$ cat src/verilog/chunk_pkg.sv
// Constants shared by the chunk appender and its helpers.
// Assumes a 50 MHz clock and 32-bit Avalon-MM register access.
// What this block does
// - Enabled checksum chunk appended to every image
// - Checksum covers image, chunks and its own tag, not its two value bytes
// - Checksum chunk always ends the payload
// - Chunk enables refused unless chunk mode active
// - Chunk mode off disables every chunk type
// - Selected type plus enable true turns chunk on
// - Index chunk carries the frame's sequence set
// - Index chunk enabled only with sequencer on
package chunk_pkg;
	// Register byte offsets
	localparam logic [4:0] OFS_CTRL = 5'h00; // Chunk mode
	localparam logic [4:0] OFS_SELECT = 5'h04; // Chunk type select
	localparam logic [4:0] OFS_ENABLE = 5'h08; // Enable of selection
	localparam logic [4:0] OFS_STATUS = 5'h0c; // Block state
	// Field positions
	localparam int BIT_ACTIVE = 0; // In CTRL
	localparam int BIT_ON = 0; // In ENABLE
	localparam int BIT_STAT_SEQ = 16; // In STATUS
	localparam int BIT_STAT_EN = 17; // Two enables in STATUS
	// Chunk type codes for the selector
	localparam logic [1:0] TYPE_CRC = 2'h0;
	localparam logic [1:0] TYPE_INDEX = 2'h1;
	// Chunk tag bytes placed ahead of each chunk body
	localparam logic [7:0] TAG_INDEX = 8'h01;
	localparam logic [7:0] TAG_CRC = 8'h02;
	// Checksum parameters
	localparam logic [15:0] CRC_POLY = 16'h1021;
	localparam logic [15:0] CRC_INIT = 16'h0000;
	// Reset values
	localparam logic [1:0] SELECT_RST = 2'h0;
	localparam logic [1:0] ENABLE_RST = 2'h0;
	// Depth and width of the input buffer
	localparam int FIFO_DEPTH = 4;
	localparam int FIFO_WIDTH = 9;
	// Output sequencer states, one-hot
	typedef enum logic [5:0] {
		ST_DATA = 6'h01,
		ST_IDX_TAG = 6'h02,
		ST_IDX_VAL = 6'h04,
		ST_CRC_TAG = 6'h08,
		ST_CRC_HI = 6'h10,
		ST_CRC_LO = 6'h20
	} out_state_t;
endpackage : chunk_pkg

$ cat src/verilog/stream_if.sv
// Valid/ready byte stream between the appender's own modules.
// Assumes both ends share one clock.
`timescale 1ns/1ps
interface stream_if #(parameter int W = 9);
	logic [W-1:0] data; // Payload
	logic valid; // Source offers data
	logic ready; // Sink takes data
	modport src (output data, output valid, input ready);
	modport snk (input data, input valid, output ready);
endinterface : stream_if
$ cat src/verilog/byte_fifo.sv
// Small synchronous FIFO with registered flags.
// Assumes one clock and an already synchronised active-low reset.
`timescale 1ns/1ps
module byte_fifo #(
	parameter int WIDTH = 9,
	parameter int DEPTH = 4
) (
	input wire logic clk, // System clock
	input wire logic rst_n, // Synchronised reset
	stream_if.snk wr, // Filling side
	stream_if.src rd // Draining side
);
	localparam int PW = $clog2(DEPTH);
	localparam int CW = $clog2(DEPTH + 1);
	localparam logic [CW-1:0] FULL = CW'(DEPTH);
	logic [WIDTH-1:0] mem [DEPTH]; // Storage words
	logic [PW-1:0] wp_r, wp_nxt; // Write pointer
	logic [PW-1:0] rp_r, rp_nxt; // Read pointer
	logic [CW-1:0] cnt_r, cnt_nxt; // Fill level
	logic push, pop; // Handshakes this cycle
	logic rdy_r, vld_r; // Registered flags

	assign push = wr.valid && rdy_r;
	assign pop = vld_r && rd.ready;
	assign wr.ready = rdy_r;
	assign rd.valid = vld_r;
	assign rd.data = mem[rp_r];

	// Pointer and level arithmetic; wrap is explicit for odd depths
	always_comb
	begin
		wp_nxt = wp_r;
		rp_nxt = rp_r;
		cnt_nxt = cnt_r;
		if (push)
			wp_nxt = (wp_r == PW'(DEPTH - 1)) ? '0 : wp_r + 1'b1;
		if (pop)
			rp_nxt = (rp_r == PW'(DEPTH - 1)) ? '0 : rp_r + 1'b1;
		if (push && !pop)
			cnt_nxt = cnt_r + 1'b1;
		else if (pop && !push)
			cnt_nxt = cnt_r - 1'b1;
	end

	// Flags come from the next level so they never lag a cycle
	always_ff @(posedge clk or negedge rst_n)
	begin
		if (!rst_n)
		begin
			wp_r <= '0;
			rp_r <= '0;
			cnt_r <= '0;
			rdy_r <= 1'b0;
			vld_r <= 1'b0;
		end
		else
		begin
			wp_r <= wp_nxt;
			rp_r <= rp_nxt;
			cnt_r <= cnt_nxt;
			rdy_r <= cnt_nxt != FULL;
			vld_r <= cnt_nxt != '0;
		end
	end

	// Storage has no reset; flags guard every read
	always_ff @(posedge clk)
	begin
		if (push)
			mem[wp_r] <= wr.data;
	end
endmodule : byte_fifo

$ cat src/verilog/chunk_appender.sv
// Image chunk appender: passes image bytes and appends an index chunk
// and a trailing checksum chunk. Registers on Avalon-MM.
// Assumes image bytes and sequencer inputs share clk.
`timescale 1ns/1ps
module chunk_appender (
	input wire logic clk, // 50 MHz clock
	input wire logic reset_n, // Async reset, active low
	input wire logic [4:0] avs_address, // Byte address
	input wire logic avs_read, // Read request
	input wire logic avs_write, // Write request
	input wire logic [31:0] avs_writedata, // Write data
	output logic [31:0] avs_readdata, // Read data
	output logic avs_waitrequest, // Stall
	input wire logic [7:0] in_data, // Image byte
	input wire logic in_last, // Last byte of image
	input wire logic in_valid, // Image byte offered
	output logic in_ready, // Buffer can take a byte
	output logic [7:0] out_data, // Payload byte
	output logic out_last, // Last byte of payload
	output logic out_valid, // Payload byte offered
	input wire logic out_ready, // Sink takes the byte
	input wire logic seq_on, // Sequencer enabled
	input wire logic [7:0] seq_index // Active sequence set
);
	logic [1:0] rst_q_r; // Reset release synchroniser
	logic rst_n; // Synchronised reset
	// Register state
	logic active_r, active_nxt; // Chunk mode
	logic [1:0] sel_r, sel_nxt; // Chunk type select
	logic [1:0] en_r, en_nxt; // [0] checksum, [1] index
	logic wait_r, wait_nxt; // Waitrequest
	logic [31:0] rdata_r, rdata_nxt; // Read data
	logic wr_take; // Write taken this cycle
	logic sel_on; // Enable of selected type
	// Stream state
	chunk_pkg::out_state_t st_r, st_nxt; // Output sequencer
	logic [15:0] crc_r, crc_nxt; // Running checksum
	logic [15:0] crc_step; // Checksum after byte
	logic [15:0] sent_r, sent_nxt; // Last checksum sent
	logic [7:0] idx_r, idx_nxt; // Captured set index
	logic sof_r, sof_nxt; // Next byte starts image
	logic crc_pend_r, crc_pend_nxt; // Checksum chunk due
	logic [7:0] emit_byte; // Byte for this state
	logic [7:0] odata_r, odata_nxt; // Output byte
	logic olast_r, olast_nxt; // Output last flag
	logic ovalid_r, ovalid_nxt; // Output valid
	logic adv; // Output slot free
	logic pop; // Image byte taken

	stream_if #(.W(chunk_pkg::FIFO_WIDTH)) in_s ();
	stream_if #(.W(chunk_pkg::FIFO_WIDTH)) buf_s ();

	// Reset release: asserted at once, removed after two edges
	always_ff @(posedge clk or negedge reset_n)
	begin
		if (!reset_n)
			rst_q_r <= 2'h0;
		else
			rst_q_r <= {rst_q_r[0], 1'b1};
	end
	assign rst_n = rst_q_r[1];

	// Image bytes enter through the buffer; its ready is a register
	assign in_s.data = {in_last, in_data};
	assign in_s.valid = in_valid;
	assign in_ready = in_s.ready;

	byte_fifo #(
		.WIDTH(chunk_pkg::FIFO_WIDTH),
		.DEPTH(chunk_pkg::FIFO_DEPTH)
	) u_fifo (
		.clk(clk),
		.rst_n(rst_n),
		.wr(in_s),
		.rd(buf_s)
	);

	// The buffer drains only while image data is being sent
	assign adv = !ovalid_r || out_ready;
	assign buf_s.ready = (st_r == chunk_pkg::ST_DATA) && adv;
	assign pop = buf_s.valid && buf_s.ready;

	// Register access: one wait cycle, then the answer
	assign wr_take = avs_write && !wait_r;
	assign sel_on = (sel_r == chunk_pkg::TYPE_CRC) ? en_r[0] :
		(sel_r == chunk_pkg::TYPE_INDEX) ? en_r[1] : 1'b0;

	// Register next values; unmapped reads return zero
	always_comb
	begin
		active_nxt = active_r;
		sel_nxt = sel_r;
		en_nxt = en_r;
		wait_nxt = !((avs_read || avs_write) && wait_r);
		rdata_nxt = rdata_r;
		if (avs_read && wait_r)
		begin
			unique case (avs_address)
				chunk_pkg::OFS_CTRL:
					rdata_nxt = {31'h0, active_r};
				chunk_pkg::OFS_SELECT:
					rdata_nxt = {30'h0, sel_r};
				chunk_pkg::OFS_ENABLE:
					rdata_nxt = {31'h0, sel_on};
				chunk_pkg::OFS_STATUS:
					rdata_nxt = {13'h0, en_r, seq_on, sent_r};
				default:
					rdata_nxt = 32'h0;
			endcase
		end
		if (wr_take)
		begin
			unique case (avs_address)
				chunk_pkg::OFS_CTRL:
				begin
					active_nxt = avs_writedata[chunk_pkg::BIT_ACTIVE];
					// Leaving chunk mode drops every chunk type
					if (!avs_writedata[chunk_pkg::BIT_ACTIVE])
						en_nxt = 2'h0;
				end
				chunk_pkg::OFS_SELECT:
					sel_nxt = avs_writedata[1:0];
				chunk_pkg::OFS_ENABLE:
				begin
					// Without chunk mode the write is ignored
					if (active_r)
					begin
						if (sel_r == chunk_pkg::TYPE_CRC)
							en_nxt[0] = avs_writedata[chunk_pkg::BIT_ON];
						else if (sel_r == chunk_pkg::TYPE_INDEX &&
							(seq_on || !avs_writedata[chunk_pkg::BIT_ON]))
							en_nxt[1] = avs_writedata[chunk_pkg::BIT_ON];
					end
				end
				default:
					active_nxt = active_r; // Unmapped write ignored
			endcase
		end
	end

	// Register file flip-flops
	always_ff @(posedge clk or negedge rst_n)
	begin
		if (!rst_n)
		begin
			active_r <= 1'b0;
			sel_r <= chunk_pkg::SELECT_RST;
			en_r <= chunk_pkg::ENABLE_RST;
			wait_r <= 1'b1;
			rdata_r <= 32'h0;
		end
		else
		begin
			active_r <= active_nxt;
			sel_r <= sel_nxt;
			en_r <= en_nxt;
			wait_r <= wait_nxt;
			rdata_r <= rdata_nxt;
		end
	end
	assign avs_waitrequest = wait_r;
	assign avs_readdata = rdata_r;

	// Byte that the current state would send
	always_comb
	begin
		unique case (st_r)
			chunk_pkg::ST_DATA: emit_byte = buf_s.data[7:0];
			chunk_pkg::ST_IDX_TAG: emit_byte = chunk_pkg::TAG_INDEX;
			chunk_pkg::ST_IDX_VAL: emit_byte = idx_r;
			chunk_pkg::ST_CRC_TAG: emit_byte = chunk_pkg::TAG_CRC;
			chunk_pkg::ST_CRC_HI: emit_byte = crc_r[15:8];
			chunk_pkg::ST_CRC_LO: emit_byte = crc_r[7:0];
			default: emit_byte = 8'h00;
		endcase
	end

	crc16_byte u_crc (
		.crc_in(crc_r),
		.din(emit_byte),
		.crc_out(crc_step)
	);

	// Output sequencer: image bytes, then index chunk, then checksum
	always_comb
	begin
		st_nxt = st_r;
		crc_nxt = crc_r;
		sent_nxt = sent_r;
		idx_nxt = idx_r;
		sof_nxt = sof_r;
		crc_pend_nxt = crc_pend_r;
		odata_nxt = odata_r;
		olast_nxt = olast_r;
		ovalid_nxt = ovalid_r;
		if (adv)
		begin
			ovalid_nxt = 1'b0;
			olast_nxt = 1'b0;
		end
		unique case (st_r)
			chunk_pkg::ST_DATA:
			begin
				if (pop)
				begin
					ovalid_nxt = 1'b1;
					odata_nxt = emit_byte;
					crc_nxt = crc_step;
					sof_nxt = buf_s.data[8];
					// Set index belongs to the frame being sent
					if (sof_r)
						idx_nxt = seq_index;
					if (buf_s.data[8])
					begin
						// Chunk choice is frozen at the end of the image
						crc_pend_nxt = en_r[0];
						if (en_r[1])
							st_nxt = chunk_pkg::ST_IDX_TAG;
						else if (en_r[0])
							st_nxt = chunk_pkg::ST_CRC_TAG;
						else
						begin
							olast_nxt = 1'b1;
							crc_nxt = chunk_pkg::CRC_INIT;
						end
					end
				end
			end
			chunk_pkg::ST_IDX_TAG:
			begin
				if (adv)
				begin
					ovalid_nxt = 1'b1;
					odata_nxt = emit_byte;
					crc_nxt = crc_step;
					st_nxt = chunk_pkg::ST_IDX_VAL;
				end
			end
			chunk_pkg::ST_IDX_VAL:
			begin
				if (adv)
				begin
					ovalid_nxt = 1'b1;
					odata_nxt = emit_byte;
					crc_nxt = crc_step;
					if (crc_pend_r)
						st_nxt = chunk_pkg::ST_CRC_TAG;
					else
					begin
						olast_nxt = 1'b1;
						crc_nxt = chunk_pkg::CRC_INIT;
						st_nxt = chunk_pkg::ST_DATA;
					end
				end
			end
			chunk_pkg::ST_CRC_TAG:
			begin
				if (adv)
				begin
					ovalid_nxt = 1'b1;
					odata_nxt = emit_byte;
					crc_nxt = crc_step;
					st_nxt = chunk_pkg::ST_CRC_HI;
				end
			end
			chunk_pkg::ST_CRC_HI:
			begin
				// Checksum bytes are not folded into the checksum
				if (adv)
				begin
					ovalid_nxt = 1'b1;
					odata_nxt = emit_byte;
					st_nxt = chunk_pkg::ST_CRC_LO;
				end
			end
			chunk_pkg::ST_CRC_LO:
			begin
				if (adv)
				begin
					ovalid_nxt = 1'b1;
					odata_nxt = emit_byte;
					olast_nxt = 1'b1;
					sent_nxt = crc_r;
					crc_nxt = chunk_pkg::CRC_INIT;
					st_nxt = chunk_pkg::ST_DATA;
				end
			end
			default:
				st_nxt = chunk_pkg::ST_DATA; // Illegal code recovers
		endcase
	end

	// Stream flip-flops
	always_ff @(posedge clk or negedge rst_n)
	begin
		if (!rst_n)
		begin
			st_r <= chunk_pkg::ST_DATA;
			crc_r <= chunk_pkg::CRC_INIT;
			sent_r <= chunk_pkg::CRC_INIT;
			idx_r <= 8'h00;
			sof_r <= 1'b1;
			crc_pend_r <= 1'b0;
			odata_r <= 8'h00;
			olast_r <= 1'b0;
			ovalid_r <= 1'b0;
		end
		else
		begin
			st_r <= st_nxt;
			crc_r <= crc_nxt;
			sent_r <= sent_nxt;
			idx_r <= idx_nxt;
			sof_r <= sof_nxt;
			crc_pend_r <= crc_pend_nxt;
			odata_r <= odata_nxt;
			olast_r <= olast_nxt;
			ovalid_r <= ovalid_nxt;
		end
	end
	assign out_data = odata_r;
	assign out_last = olast_r;
	assign out_valid = ovalid_r;
endmodule : chunk_appender

$ cat src/verilog/crc16_byte.sv
// One-byte step of the 16-bit checksum, purely combinational.
// Assumes the caller holds the running value in its own register.
`timescale 1ns/1ps
module crc16_byte (
	input wire logic [15:0] crc_in, // Running checksum
	input wire logic [7:0] din, // Byte to fold in
	output logic [15:0] crc_out // Checksum after the byte
);
	// Shift MSB first, no reflection, no final inversion
	always_comb
	begin
		logic [15:0] c;
		logic fb;
		c = crc_in;
		fb = 1'b0;
		for (int i = 7; i >= 0; i--)
		begin
			fb = c[15] ^ din[i];
			c = {c[14:0], 1'b0} ^ (fb ? chunk_pkg::CRC_POLY : 16'h0000);
		end
		crc_out = c;
	end
endmodule : crc16_byte

$ cat config.mk
export PLATFORM = sky130hd
export DESIGN_NAME = chunk_appender
export DESIGN_NICKNAME = d
export VERILOG_FILES = /design/src/verilog/chunk_pkg.sv /design/src/verilog/stream_if.sv /design/src/verilog/byte_fifo.sv /design/src/verilog/chunk_appender.sv /design/src/verilog/crc16_byte.sv
export SDC_FILE = /design/constraint.sdc
export NUM_CORES = 1
export LEC_CHECK = 0
export BUFFER_PORTS_ARGS = -buffer_cell sky130_fd_sc_hd__buf_2
export CORE_MARGIN = 5
export CORE_UTILIZATION = 50
export DETAILED_ROUTE_END_ITERATION = 8
export GPL_ROUTABILITY_DRIVEN = 0
export HOLD_SLACK_MARGIN = 0.1
export PLACE_DENSITY = 0.83
export SLEW_MARGIN = 10
export SYNTH_ARGS = -nofsm -noshare
export SYNTH_HDL_FRONTEND = slang
export SYNTH_SLANG_ARGS = --single-unit
$ cat constraint.sdc
create_clock -name clk -period 3.3 [get_ports clk]
set_clock_uncertainty 0.2 [all_clocks]
set_input_delay 0.825 -clock clk [delete_from_list [all_inputs] [get_ports clk]]
set_output_delay 0.825 -clock clk [all_outputs]
set_load 0.03 [all_outputs]
==> run summary, run 1 <==
The run finished with clean final reports. The final clock period utilization by the worst path was 87.4%; the switching component of the power was 2.38 mW. The critical path in this run is classified as flip-flop to flip-flop. The final number of hold-violating endpoints is 0.

Clock-pin slew was measured on the worst setup and hold paths at 0.06 ns. Registers are responsible for 35.1% of the overall power. The run gives 1 as the post-cts hold buffer count.

Data arrives at the worst endpoint at 3.03 ns. The logs give 105 for the top-level port count and 26.9% for the relative contribution of the clock network to total power. No sink is reached through more buffers than the 2 on the longest clock path. The synthesized design contains 130 register bits. Number of standard-cell rows in the floorplan: 40. The number of distinct library cell variants in the gate-level netlist after synthesis is 60, and the total clock buffers created by CTS is 17.

Combinational cells account for 38.1% of the total power. After detailed routing, the number of remaining DRC violations is 0. The instance count after placement with tap cells included is 653. TritonCTS built the clock tree. STA classifies the critical path endpoint as a flip-flop. Of all flip-flops after synthesis, the portion carrying an async set or reset was 72.3%.

The antenna cell count is 0, and the area added between synthesis and finish is 17.4%. The critical path goes through nor4_4 -> nand2_1 -> o2111ai_1 -> mux2i_2 -> xnor3_1 -> o21ai_1. The die covers 14300 um2. After routing, the total negative slack on setup checks comes to 0 ns. Setup repair after global routing left no endpoint under its margin. The worst pin sits at a relative slew slack of 54.0%. The type of the worst min-delay path is flip-flop to async pin.

Buffers placed on the I/O ports in this run total 61. The run gives 0 as the max-slew violation count. After the last flow step, the layout net total stands at 594. The startpoint type of the worst setup path is a flip-flop.

The logs give 0.42 ns for the source-to-sink clock delay at the later pin of the worst-skew pair and 0 for the final-report setup violation count. Counting I/O delays and the setup requirement, the final critical path takes 2.89 ns. In this run the power density over the cells is 989 nW/um2. Once detailed placement completed, the half-perimeter wirelength came to 8820 um. Remaining number of nets flagged by the antenna check after routing: 0. After routing the design area is 7060 um2.

After detailed routing, the average wire length per cell comes to 17.6 um. Cell internal power was estimated by the tool at 4.60 mW. Once the floorplan was initialized, standard cells occupied 50.5% of the core. VDD sags by at most 0.638 mV.

Among all flip-flop cells after synthesis, the most frequent one is sky130_fd_sc_hd__dfrtp_1. Based on the critical path, the design can be clocked at up to 347 MHz. Of the cells placed in the final design, the portion with a size suffix greater than 1 is 30.1%. The number of synthesized flops with an enable pin is 36, and the routed via count is 3885. In the layout the commonest cells are sky130_fd_sc_hd__dfrtp_1, sky130_fd_sc_hd__buf_2, sky130_fd_sc_hd__nand2_1, sky130_fd_sc_hd__edfxtp_1, sky130_fd_sc_hd__mux2_2. Excluding fillers, the count of instances in the completed layout stands at 686. The total global routing overflow was 0. The detailed router finished its first iteration with 299 violations.

Entering global routing, the biggest net connects 44 pins. The synthesized cell area is 6010 um2, and the post-placement cell area is 6440 um2. In this run the vertical extent of the chip is 120 um.

Global routing used 18.1% of the available tracks across all layers. The number of max-capacitance violations reported was 0. The largest single stage delay on the critical path is 0.56 ns. For the data required time of the worst path, the log shows 3.44 ns.

The clock sink count is 130, and the total wire length is 12100 um. A synthesized cell averages 13.3 um2. The tools report the static leakage as 3.22 nW. For the wire length of the first global-routing pass, the log shows 20500 um. Buffers added to address setup during post-CTS repair amount to 0. The number of gates resized after CTS was 0. For this design, the slowest cell found on the critical path is sky130_fd_sc_hd__nor4_4. The worst-path maximum fanout is 11, and the core box area is 11900 um2.

The via count of the first global-routing pass came out at 4005. The post-detailed-route via-to-cell ratio is 5.66. The cell at the root of the clock tree was sky130_fd_sc_hd__clkbuf_16. Among cell families on the critical path, the largest total delay comes from simple AND/OR/NAND/NOR gates. The warning count from the yosys run was 0; the slew at the pin closest to its max-slew limit was 0.689 ns. The first detailed-routing pass ran for 5 iterations. Counting every instance in the synthesized netlist gives 453. The most common library cell in the layout ignoring fill and taps is sky130_fd_sc_hd__dfrtp_1.

The die outline width is 120 um, and the number of antenna violations at the first check in global routing is 0. Together, buffers and inverters on the worst path number 0. The clock tree synthesis step divided the H-tree into 4 levels.

The switching share of total power works out to 34.1%. Sequential cells were found to cover 57.2% of the synthesized design area.
## worst paths after layout
| check | start | end | slack [ns] | cells after the start |
|---|---|---|---|---|
| max | st_r[3] | crc_r[12] | 0.41 | 6 |
| min | rst_q_r[1] | out_data[2] | 0.11 | 0 |
| max reg2reg | st_r[3] | crc_r[12] | 0.41 | 6 |
| min reg2reg | rst_q_r[1] | out_data[2] | 0.11 | 0 |
| max in group asynchronous | rst_q_r[1] | sof_r | 1.97 | 1 |
| min in group clk | rst_q_r[0] | rst_q_r[1] | 0.16 | 0 |
## metrics by stage
step	power [mW]	hold slack [ns]	setup slack, ns	utilization, %
final	6.98	0.108	0.415	59.3
after detailed placement	5.12	0.127	0.427	54.1
after CTS	7.02	0.137	0.420	59.3
after global routing	7.40	0.174	0.219	59.3
after floorplan	4.51	0.131	0.293	-
after global placement	4.97	0.119	0.484	54.1
## layout make-up
class	count	area, um2
clock buffers	21	480
clock inverters	11	128
inverters	9	33.8
fillers	917	4850
flip-flops and latches	130	3440
repair buffers	71	383
multi-input cells	297	2410
well taps	147	184
## state kept, by name (all words and copies together), names as in the netlist, 2 cells and up
register,flops
en_r,2
u_fifo.mem,36
rst_q_r,2
idx_r,8
u_fifo.wp_r,2
crc_r,16
avs_readdata,19
st_r,6
u_fifo.rp_r,2
out_data,8
u_fifo.cnt_r,3
sent_r,16
sel_r,2
## Yosys cell counts, drive strengths merged (11+ instances only)
master | count | area, um2
a22o | 22 | 193
buf | 18 | 134
clkbuf | 11 | 41.3
dfrtp | 91 | 2280
edfxtp | 36 | 1080
mux2 | 35 | 394
mux2i | 11 | 118
nand2 | 45 | 169
nand3 | 13 | 65.1
nor2 | 13 | 48.8
o21ai | 22 | 110
xnor2 | 12 | 113
## logic make-up (layout without fill, tap and decap cells)
family,after synthesis,in the layout,share of synthesized area (%)
AOI/OAI and AO/OA,85,85,10.4
xor gates and xnor gates,25,25,6.00
adders and majority gates,7,7,1.46
buffers and inverters,38,112,3.48
DFF,130,130,57.2
muxes,55,55,11.9
other,2,14,0.125
and+or+nand+nor,111,111,9.47
## per-layer routing
metal | track usage, % | wire (um)
met4 | 6.01 | 229
met1 | 22.9 | 4930
met2 | 29.2 | 6070
met5 | 0 | 0
met3 | 6.46 | 854
## power groups by stage
| stage | Combinational, mW | Clock, mW | Sequential, mW |
|---|---|---|---|
| 3_3_place_gp | 2.53 | 0 | 2.44 |
| 2_1_floorplan | 2.08 | 0 | 2.43 |
| 6_report | 2.66 | 1.87 | 2.45 |
| 5_1_grt | 2.90 | 2.00 | 2.51 |
| 4_1_cts | 2.67 | 1.90 | 2.45 |
| 3_5_place_dp | 2.65 | 0 | 2.47 |
Power figures use the tool's default switching activity.
==> run 2, diff against run 1 <==
--- a/config.mk
+++ b/config.mk
@@ -7,11 +7,11 @@
 export LEC_CHECK = 0
 export BUFFER_PORTS_ARGS = -buffer_cell sky130_fd_sc_hd__buf_2
 export CORE_MARGIN = 5
-export CORE_UTILIZATION = 50
+export CORE_UTILIZATION = 40
 export DETAILED_ROUTE_END_ITERATION = 8
 export GPL_ROUTABILITY_DRIVEN = 0
 export HOLD_SLACK_MARGIN = 0.1
-export PLACE_DENSITY = 0.83
+export PLACE_DENSITY = 0.71
 export SLEW_MARGIN = 10
 export SYNTH_ARGS = -nofsm -noshare
 export SYNTH_HDL_FRONTEND = slang
==> constraint.sdc (replaced) <==
create_clock -name clk -period 3.75 [get_ports clk]
set_clock_uncertainty 0.2 [all_clocks]
set_input_delay 0.9375 -clock clk [delete_from_list [all_inputs] [get_ports clk]]
set_output_delay 0.9375 -clock clk [all_outputs]
set_load 0.03 [all_outputs]
==> run 2 against run 1 <==
  * Critical path depth stayed put
  * Cell count is 4.8% higher
  * Setup slack better by 0.37 ns
  * Flip-flop and latch count stayed put
  * Critical endpoint unchanged
  * Cell area is 0.19% lower
  * Clock power is 14% lower
  * Via count is 3.5% lower
  * First-iteration DRC count is 30% lower
  * Non-clock buffer count is 4 lower
  * Core utilization is 11 points lower
  * Combinational power is 13% lower
==> run summary, run 2 (synthesized netlist as in run 1, its figures left out) <==
The run gives 17600 um2 as the area of the die. Relative to the synthesized area, the layout overhead comes to 17.2%. The worst setup path is captured at a flip-flop.

The tightest min-delay check is of the flip-flop to flip-flop type. For this design the static power due to leakage is 3.18 nW. The worst-case IR drop observed on VDD is 0.423 mV.

The remaining number of nets flagged by the antenna check after routing is 0. Across the run, the number of max-cap violations was 0. The core region is 14600 um2. For the max-slew violation count, the log shows 0. Fraction of layout instances using a drive strength above 1: 28.6%. The design draws 6.09 mW. For the number of standard-cell rows in the floorplan, the log shows 44. The clock drives 130 sinks.

The final worst-path setup slack is 0.785 ns, and the number of antenna violations at the first check in global routing is 0. The flow ran to the end, and the final reports show no timing, DRC or antenna violations. The count of buffers added on input and output ports is 61. Traced cell by cell, the critical path runs through nor4_4 -> nand2_1 -> o2111ai_1 -> mux2i_2 -> xnor3_1 -> o21ai_1. Across all layers, the routed design uses 3750 vias. After clock tree synthesis, the clock-pin slew on the worst setup and hold paths is 0.06 ns. Setup repair after global routing left no endpoint under its margin. The post-detailed-route via-to-cell ratio is 5.22, and the post-cts hold buffer count is 1.

OpenSTA, run right after detailed placement, puts the worst setup slack at 0.839 ns. For the worst reg-to-reg setup slack, the log shows 0.78 ns. The die height is 133 um, and the slew at the pin closest to its max-slew limit is 1.09 ns.

The startpoint identified for the worst hold timing path is rst_q_r[0]. For this run, design rule violations remaining after detail routing come to 0. The number of antenna diodes in the final layout is 0.

The startpoint identified for the worst register-to-register timing path is st_r[3]. The filler cells instantiated in the layout total 1277. The worst-path cell with the longest stage delay was sky130_fd_sc_hd__nor4_4. The detail-routed net length per standard cell works out to 17.0 um. Dividing total power by cell area gives a power density of 864 nW/um2. Across every metal layer, demand over resource in global routing totals 14.6%. Once the clock tree was built, the setup fixing pass inserted 0 buffers. The flip-flop count of the largest register after layout is 36, and the source-to-sink clock delay at the later pin of the worst-skew pair is 0.41 ns. STA puts the critical path data required time at 3.88 ns. The via count of the first global-routing pass was 3988; the upper clock frequency limit was 337 MHz. The tools report the final layout net count as 590. TritonCTS built the clock tree. In this run the horizontal extent of the chip is 133 um. The worst-path maximum fanout is 11. Register with the highest flop count: u_fifo.mem. The tools report the worst setup path startpoint as st_r[3].

During I/O placement, the number of pins put on the boundary was 105. The critical setup path kind is flip-flop to flip-flop. The routed design has 12200 um of wire. The initial cell density of the core came out at 41.0%. The total overflow left after global routing is 0. The library cells used most frequently in the layout, excluding fill and tap cells, are sky130_fd_sc_hd__dfrtp_1, sky130_fd_sc_hd__buf_2, sky130_fd_sc_hd__nand2_1, sky130_fd_sc_hd__edfxtp_1, sky130_fd_sc_hd__mux2_2. The H-tree generated during clock tree synthesis spans 4 levels.

The final worst hold slack was 0.155 ns; the quantity of gates resized following cts was 0. The logs give 89 for the largest net degree at the start of global routing and 2 for the maximum count of clock buffers along a single path. The largest single stage delay on the critical path is 0.60 ns. The run gives 0 as the final number of hold-violating endpoints. The cell at the root of the clock tree was sky130_fd_sc_hd__clkbuf_16. Setup violations remaining at the end of the flow were counted as 0. Leaving out fill and tap cells, the most frequent cell in the layout is sky130_fd_sc_hd__dfrtp_1.

The wire-length estimate of the detail-placed layout is 8820 um. The startpoint type of the worst setup path is a flip-flop. Buffers inserted during clock tree synthesis total 17. The worst pin sits at a relative slew slack of 27.3%.

Data arrives at the worst endpoint at 3.10 ns. The first global-routing pass estimated 20600 um of wire. The final critical delay including setup and external delays was 2.97 ns; the detailed-routing iteration count for the pre-antenna-repair pass was 4. After the first detailed-routing iteration, the DRC count stood at 210.

The final clock period utilization by the worst path was 79.1%; the setup TNS was 0 ns.
## run 2: per-stage QoR
step	std cells	area [um2]	util, %
global placement	686	6460	44.1
global route	719	7040	48.1
detailed placement	686	6460	44.1
floorplan	465	6050	-
finish	719	7040	48.1
CTS	719	7040	48.1
## run 2: area by class of cell
| class | instances | area [um2] | share of cell area [%] |
|---|---|---|---|
| sequential | 130 | 3440 | 48.8 |
| multi-input combinational | 297 | 2410 | 34.2 |
| inverter | 9 | 33.8 | 0.480 |
| timing repair buffer | 67 | 353 | 5.01 |
| tap | 184 | 230 | 3.27 |
| clock buffer | 21 | 440 | 6.25 |
| clock inverter | 11 | 138 | 1.95 |
## run 2: per-layer routing
layer  track usage [%]  routed length, um  up-vias
met5                 0                  0        -
met4              5.83                245        0
met3              3.53                600       19
met2              24.0               5900      109
met1              18.8               5500     1836
li1                  -                  -     1786
## run 2: power breakdown
part / internal [mW] / switching [mW] / leakage, nW
Clock: 1.04 / 0.574 / 0.278
Sequential: 1.83 / 0.333 / 1.56
Combinational: 1.13 / 1.17 / 1.35
Total: 4.01 / 2.08 / 3.18
## run 2: critical path, delay by kind of cell, from the launching register on
family / cells / cell delay [ns]
multiplexers: 1 / 0.38
flip-flops: 1 / 0.54
AND/OR/NAND/NOR: 2 / 0.82
AO/OA/AOI/OAI: 2 / 0.48
XOR/XNOR: 1 / 0.47
## run 2: final timing paths
check,end,cells past startpoint
max,crc_r[12],6
min,rst_q_r[1],0
max reg2reg,crc_r[12],6
min reg2reg,rst_q_r[1],0
max in group asynchronous,u_fifo.wp_r[1],1
min in group asynchronous,out_data[5],0
==> run 3, diff against run 2 <==
--- a/config.mk
+++ b/config.mk
@@ -5,6 +5,7 @@
 export SDC_FILE = /design/constraint.sdc
 export NUM_CORES = 1
 export LEC_CHECK = 0
+export ABC_AREA = 1
 export BUFFER_PORTS_ARGS = -buffer_cell sky130_fd_sc_hd__buf_2
 export CORE_MARGIN = 5
 export CORE_UTILIZATION = 40
==> constraint.sdc (replaced) <==
create_clock -name clk -period 3.05 [get_ports clk]
set_clock_uncertainty 0.2 [all_clocks]
set_input_delay 0.7625 -clock clk [delete_from_list [all_inputs] [get_ports clk]]
set_output_delay 0.7625 -clock clk [all_outputs]
set_load 0.03 [all_outputs]
==> run 3 against run 2 <==
  * Combinational power grew 26%
  * Global-route usage increased by 1.7 points
  * Flip-flop and latch count did not move
  * Register-to-register slack worse by 0.25 ns
  * Cell area up 4.9%
  * Critical path depth is 5 higher
  * Via count grew 34%
  * Clock-buffer cell count increased by 3
  * Sequential power is 19% higher
  * Core utilization increased by 0.31 points
  * Wire length is 15% higher
  * Clock power increased by 29%
  * Largest cell class unchanged
  * Largest power group unchanged
  * Highest routed layer unchanged
==> run summary, run 3 <==
In this run the horizontal extent of the chip is 135 um. The first detailed-routing pass took 5 iterations. The tools report the largest net degree at the start of global routing as 50. The global routing stage identified its most utilized layer as met2. The max-slew violation count came out at 0.

In the layout the commonest cells are sky130_fd_sc_hd__nand2_1, sky130_fd_sc_hd__dfrtp_1, sky130_fd_sc_hd__o21ai_0, sky130_fd_sc_hd__nor2_1, sky130_fd_sc_hd__buf_2. Summing the sequential cell areas from Yosys gives 55.1% of the chip area. During placement, the flow inserted port buffers numbering 61.

The final layout contains routed wiring with a total length of 14000 um. For the upper clock frequency limit, the log shows 398 MHz. The static leakage was 3.51 nW; the final layout net count was 854. The slew at the pin closest to its max-slew limit was 0.648 ns; the total internal power was 4.54 mW. TritonCTS built the clock tree.

For the number of antenna violations at the first check in global routing, the log shows 0. The tools report the start of the worst register-to-register path as st_r[1]. The tools report the final number of hold-violating endpoints as 0. Fraction of layout instances using a drive strength above 1: 16.7%. Leaving out fill and tap cells, the most frequent cell in the layout is sky130_fd_sc_hd__nand2_1.

The endpoint identified for the worst register-to-register timing path is out_data[2]. The die covers 18200 um2. The run gives 0.42 ns as the source-to-sink clock delay at the later pin of the worst-skew pair.

After detailed routing, the number of remaining DRC violations is 0. The die is 135 um tall. The smallest clock period supported by the final layout is computed as 2.52 ns. Net switching is 40.0% of the power. VDD sags by at most 0.601 mV.

The total overflow left after global routing is 0. The top-level port count is 105. The number of buffers and inverters on the critical path works out to 3. The worst-path cell with the longest stage delay was sky130_fd_sc_hd__nand2_1. The path with the worst hold slack has its endpoint at rst_q_r[1].

The largest single stage delay on the critical path is 0.40 ns. The antenna cell count came out at 0. The tool flagged a number of max-cap violations equal to 0.

The number of standard cells after synthesis is 713. The commonest cells after synthesis are sky130_fd_sc_hd__nand2_1, sky130_fd_sc_hd__dfrtp_1, sky130_fd_sc_hd__o21ai_0. Of the total power, combinational logic draws 38.3%.

Gates resized during post-CTS repair numbered 0. The critical path goes through nor2_2 -> buf_4 -> nand3_2 -> nand2_1 -> inv_2 -> nand3_1 -> nand2_1 -> nand2_1 -> inv_1 -> nand2_1 -> o21ai_0. In this run, flip-flops and latches consume 34.2% of the power. Setup repair after global routing left no endpoint under its margin. In the post-route analysis, the smallest setup slack over all paths is 0.534 ns. In this run, distinct cell masters in the synthesized netlist total 39. After synthesis, the largest area contributor takes up 36.5% of total cell area.

The worst hold path passes through 0 cells. The clock network is responsible for 27.5% of the overall power. The final-report setup violation count came out at 0. The normalized max-slew margin was 56.8%. Flip-flop count of the largest register after layout: 36.

The run gives 24.6% as the met2 demand-to-capacity share in global routing. sky130_fd_sc_hd__dfrtp_1 takes more of the synthesized area than any other cell. Cell at the root of the clock tree: sky130_fd_sc_hd__clkbuf_16. The area of all placed cells without fillers was 7390 um2; the warning count from the yosys run was 0. Measured on the finished design, the core utilization comes to 48.4%. STA classifies the critical path endpoint as a flip-flop.

The clock passes through at most 2 buffers. The register with the highest flop count is u_fifo.mem. The placed wire-length estimate after detailed placement was 9880 um.

In this run the cell area measured after placement is 6760 um2. The run gives 4792 as the via count of the first global-routing pass. The number of synthesized flops with an enable pin was 36. For this run, asynchronously set or reset flops after synthesis account for 72.3%. For the total global-route track usage, the log shows 16.3%.

The critical setup path kind was flip-flop to flip-flop. The worst-path maximum fanout is 15. Startpoint type of the worst setup path: a flip-flop. The total clock buffers created by CTS was 17.

The worst register-to-register path has a depth of 11. The clock transition at the registers of the reported paths was 0.05 ns; the count of routing violations after the opening detailed-route iteration was 309. The post-detailed-route via-to-cell ratio works out to 4.98.

After layout, the worst path uses 82.5% of the clock period. The number of standard-cell rows in the floorplan came out at 45. The cell family contributing the most delay on the critical path is simple AND/OR/NAND/NOR gates.

The fraction of met1 tracks used by global routing is 22.3%, and the data arrival time of the critical path is 2.61 ns. Yosys attributes the largest share of cell area to sky130_fd_sc_hd__dfrtp_1, sky130_fd_sc_hd__edfxtp_1, sky130_fd_sc_hd__nand2_1. Across all register-to-register paths, the minimum setup slack is 0.53 ns. The first global-routing pass estimated 23500 um of wire. For the final routed database, the setup TNS stands at 0 ns. The initial utilization of the core area, before any placement, comes to 40.8%. The core region is 15300 um2. The tightest min-delay check is of the flip-flop to flip-flop type. The flow ran to the end, and the final reports show no timing, DRC or antenna violations.

The count of nets left with antenna violations once routing finished came out at 0. The met3 usage in global routing was 4.43%; the power density over cell area was 1020 nW/um2. The average instance in the mapped netlist occupies 8.74 um2. The synthesized cell area came out at 6230 um2. In the synthesized netlist the dominant register cell turns out to be sky130_fd_sc_hd__dfrtp_1.

Startpoint of the most critical hold path: rst_q_r[0]. For the worst setup path, the data required time is 3.14 ns. In this run the number of H-tree levels came out at 4. At the placement stage, the worst setup path has a slack of 0.534 ns. The critical path's most frequent cell is sky130_fd_sc_hd__nand2_1.

Yosys instantiated no cell more often than sky130_fd_sc_hd__nand2_1. The run gives 5020 as the routed via count. After detailed routing, the average wire length per cell comes to 13.9 um. The clock sink count is 130, and the number of flip-flops and latches in the synthesized netlist is 130. The area added between synthesis and finish came out at 18.5%. The analysis attributes to net switching a power of 3.02 mW.
-- run 3: cell count changes after synthesis, moves of 10 or more --
cell / change
sky130_fd_sc_hd__inv_1: +48
sky130_fd_sc_hd__mux2_2: -29
sky130_fd_sc_hd__a22o_1: -22
sky130_fd_sc_hd__nor2_1: +61
sky130_fd_sc_hd__nand4_1: +19
sky130_fd_sc_hd__nand3_1: +39
sky130_fd_sc_hd__nand2_1: +153
sky130_fd_sc_hd__o21ai_0: +70
sky130_fd_sc_hd__o21ai_1: -12
sky130_fd_sc_hd__xnor2_1: -10
-- run 3: worst max path at each step --
stage	slack, ns	end	cells past startpoint	startpoint
floorplan	0.04	active_r	0	rst_q_r[1]
global placement	0.56	out_data[2]	9	out_ready
detailed placement	0.53	out_data[2]	9	out_ready
CTS	0.53	out_data[2]	11	st_r[1]
global route	0.32	out_data[2]	11	st_r[1]
finish	0.53	out_data[2]	11	st_r[1]
-- run 3: routing by layer --
layer,part of all wire (%),wire (um)
met2,44,6180
met3,7.6,1070
met1,46,6470
met5,0,0
met4,2.2,308
-- run 3: cell type report --
class	count	area (um2)
repair buffers	75	425
multi-input cells	500	2410
clock inverters	7	92.6
inverters	62	233
fillers	1423	7870
flip-flops and latches	130	3440
clock buffers	24	526
well taps	211	264
-- run 3: cell families after synthesis --
logic type                 after synthesis  share of synthesized area, %
DFF                                    130                          55.1
adders and majority gates                7                          1.41
other                                    2                         0.121
buffers and inverters                   95                          6.97
and+or+nand+nor                        362                          25.2
muxes                                    5                         0.903
AOI/OAI and AO/OA                      110                          9.94
xor gates and xnor gates                 2                         0.281
-- run 3: repair_timing --
item / 4_1_cts / 5_1_grt
endpoints found under the hold margin: 2 / 0
hold buffers: 1 / 0
setup buffers: 0 / 0
-- run 3: power by group through the flow --
stage	Combinational, mW	Clock [mW]	Sequential, mW
finish	2.90	2.08	2.58
global route	3.27	2.19	2.64
CTS	2.90	2.11	2.58
detailed placement	2.86	0	2.61
global placement	2.80	0	2.59
floorplan	2.08	0	2.66
-- run 3: stage by stage --
step           power, mW  hold WS, ns  instances
6_report            7.56        0.148       1009
4_1_cts             7.59        0.152       1009
3_3_place_gp        5.39        0.135        977
3_5_place_dp        5.46        0.140        977
5_1_grt             8.11        0.177       1009
2_1_floorplan       4.74        0.131        725
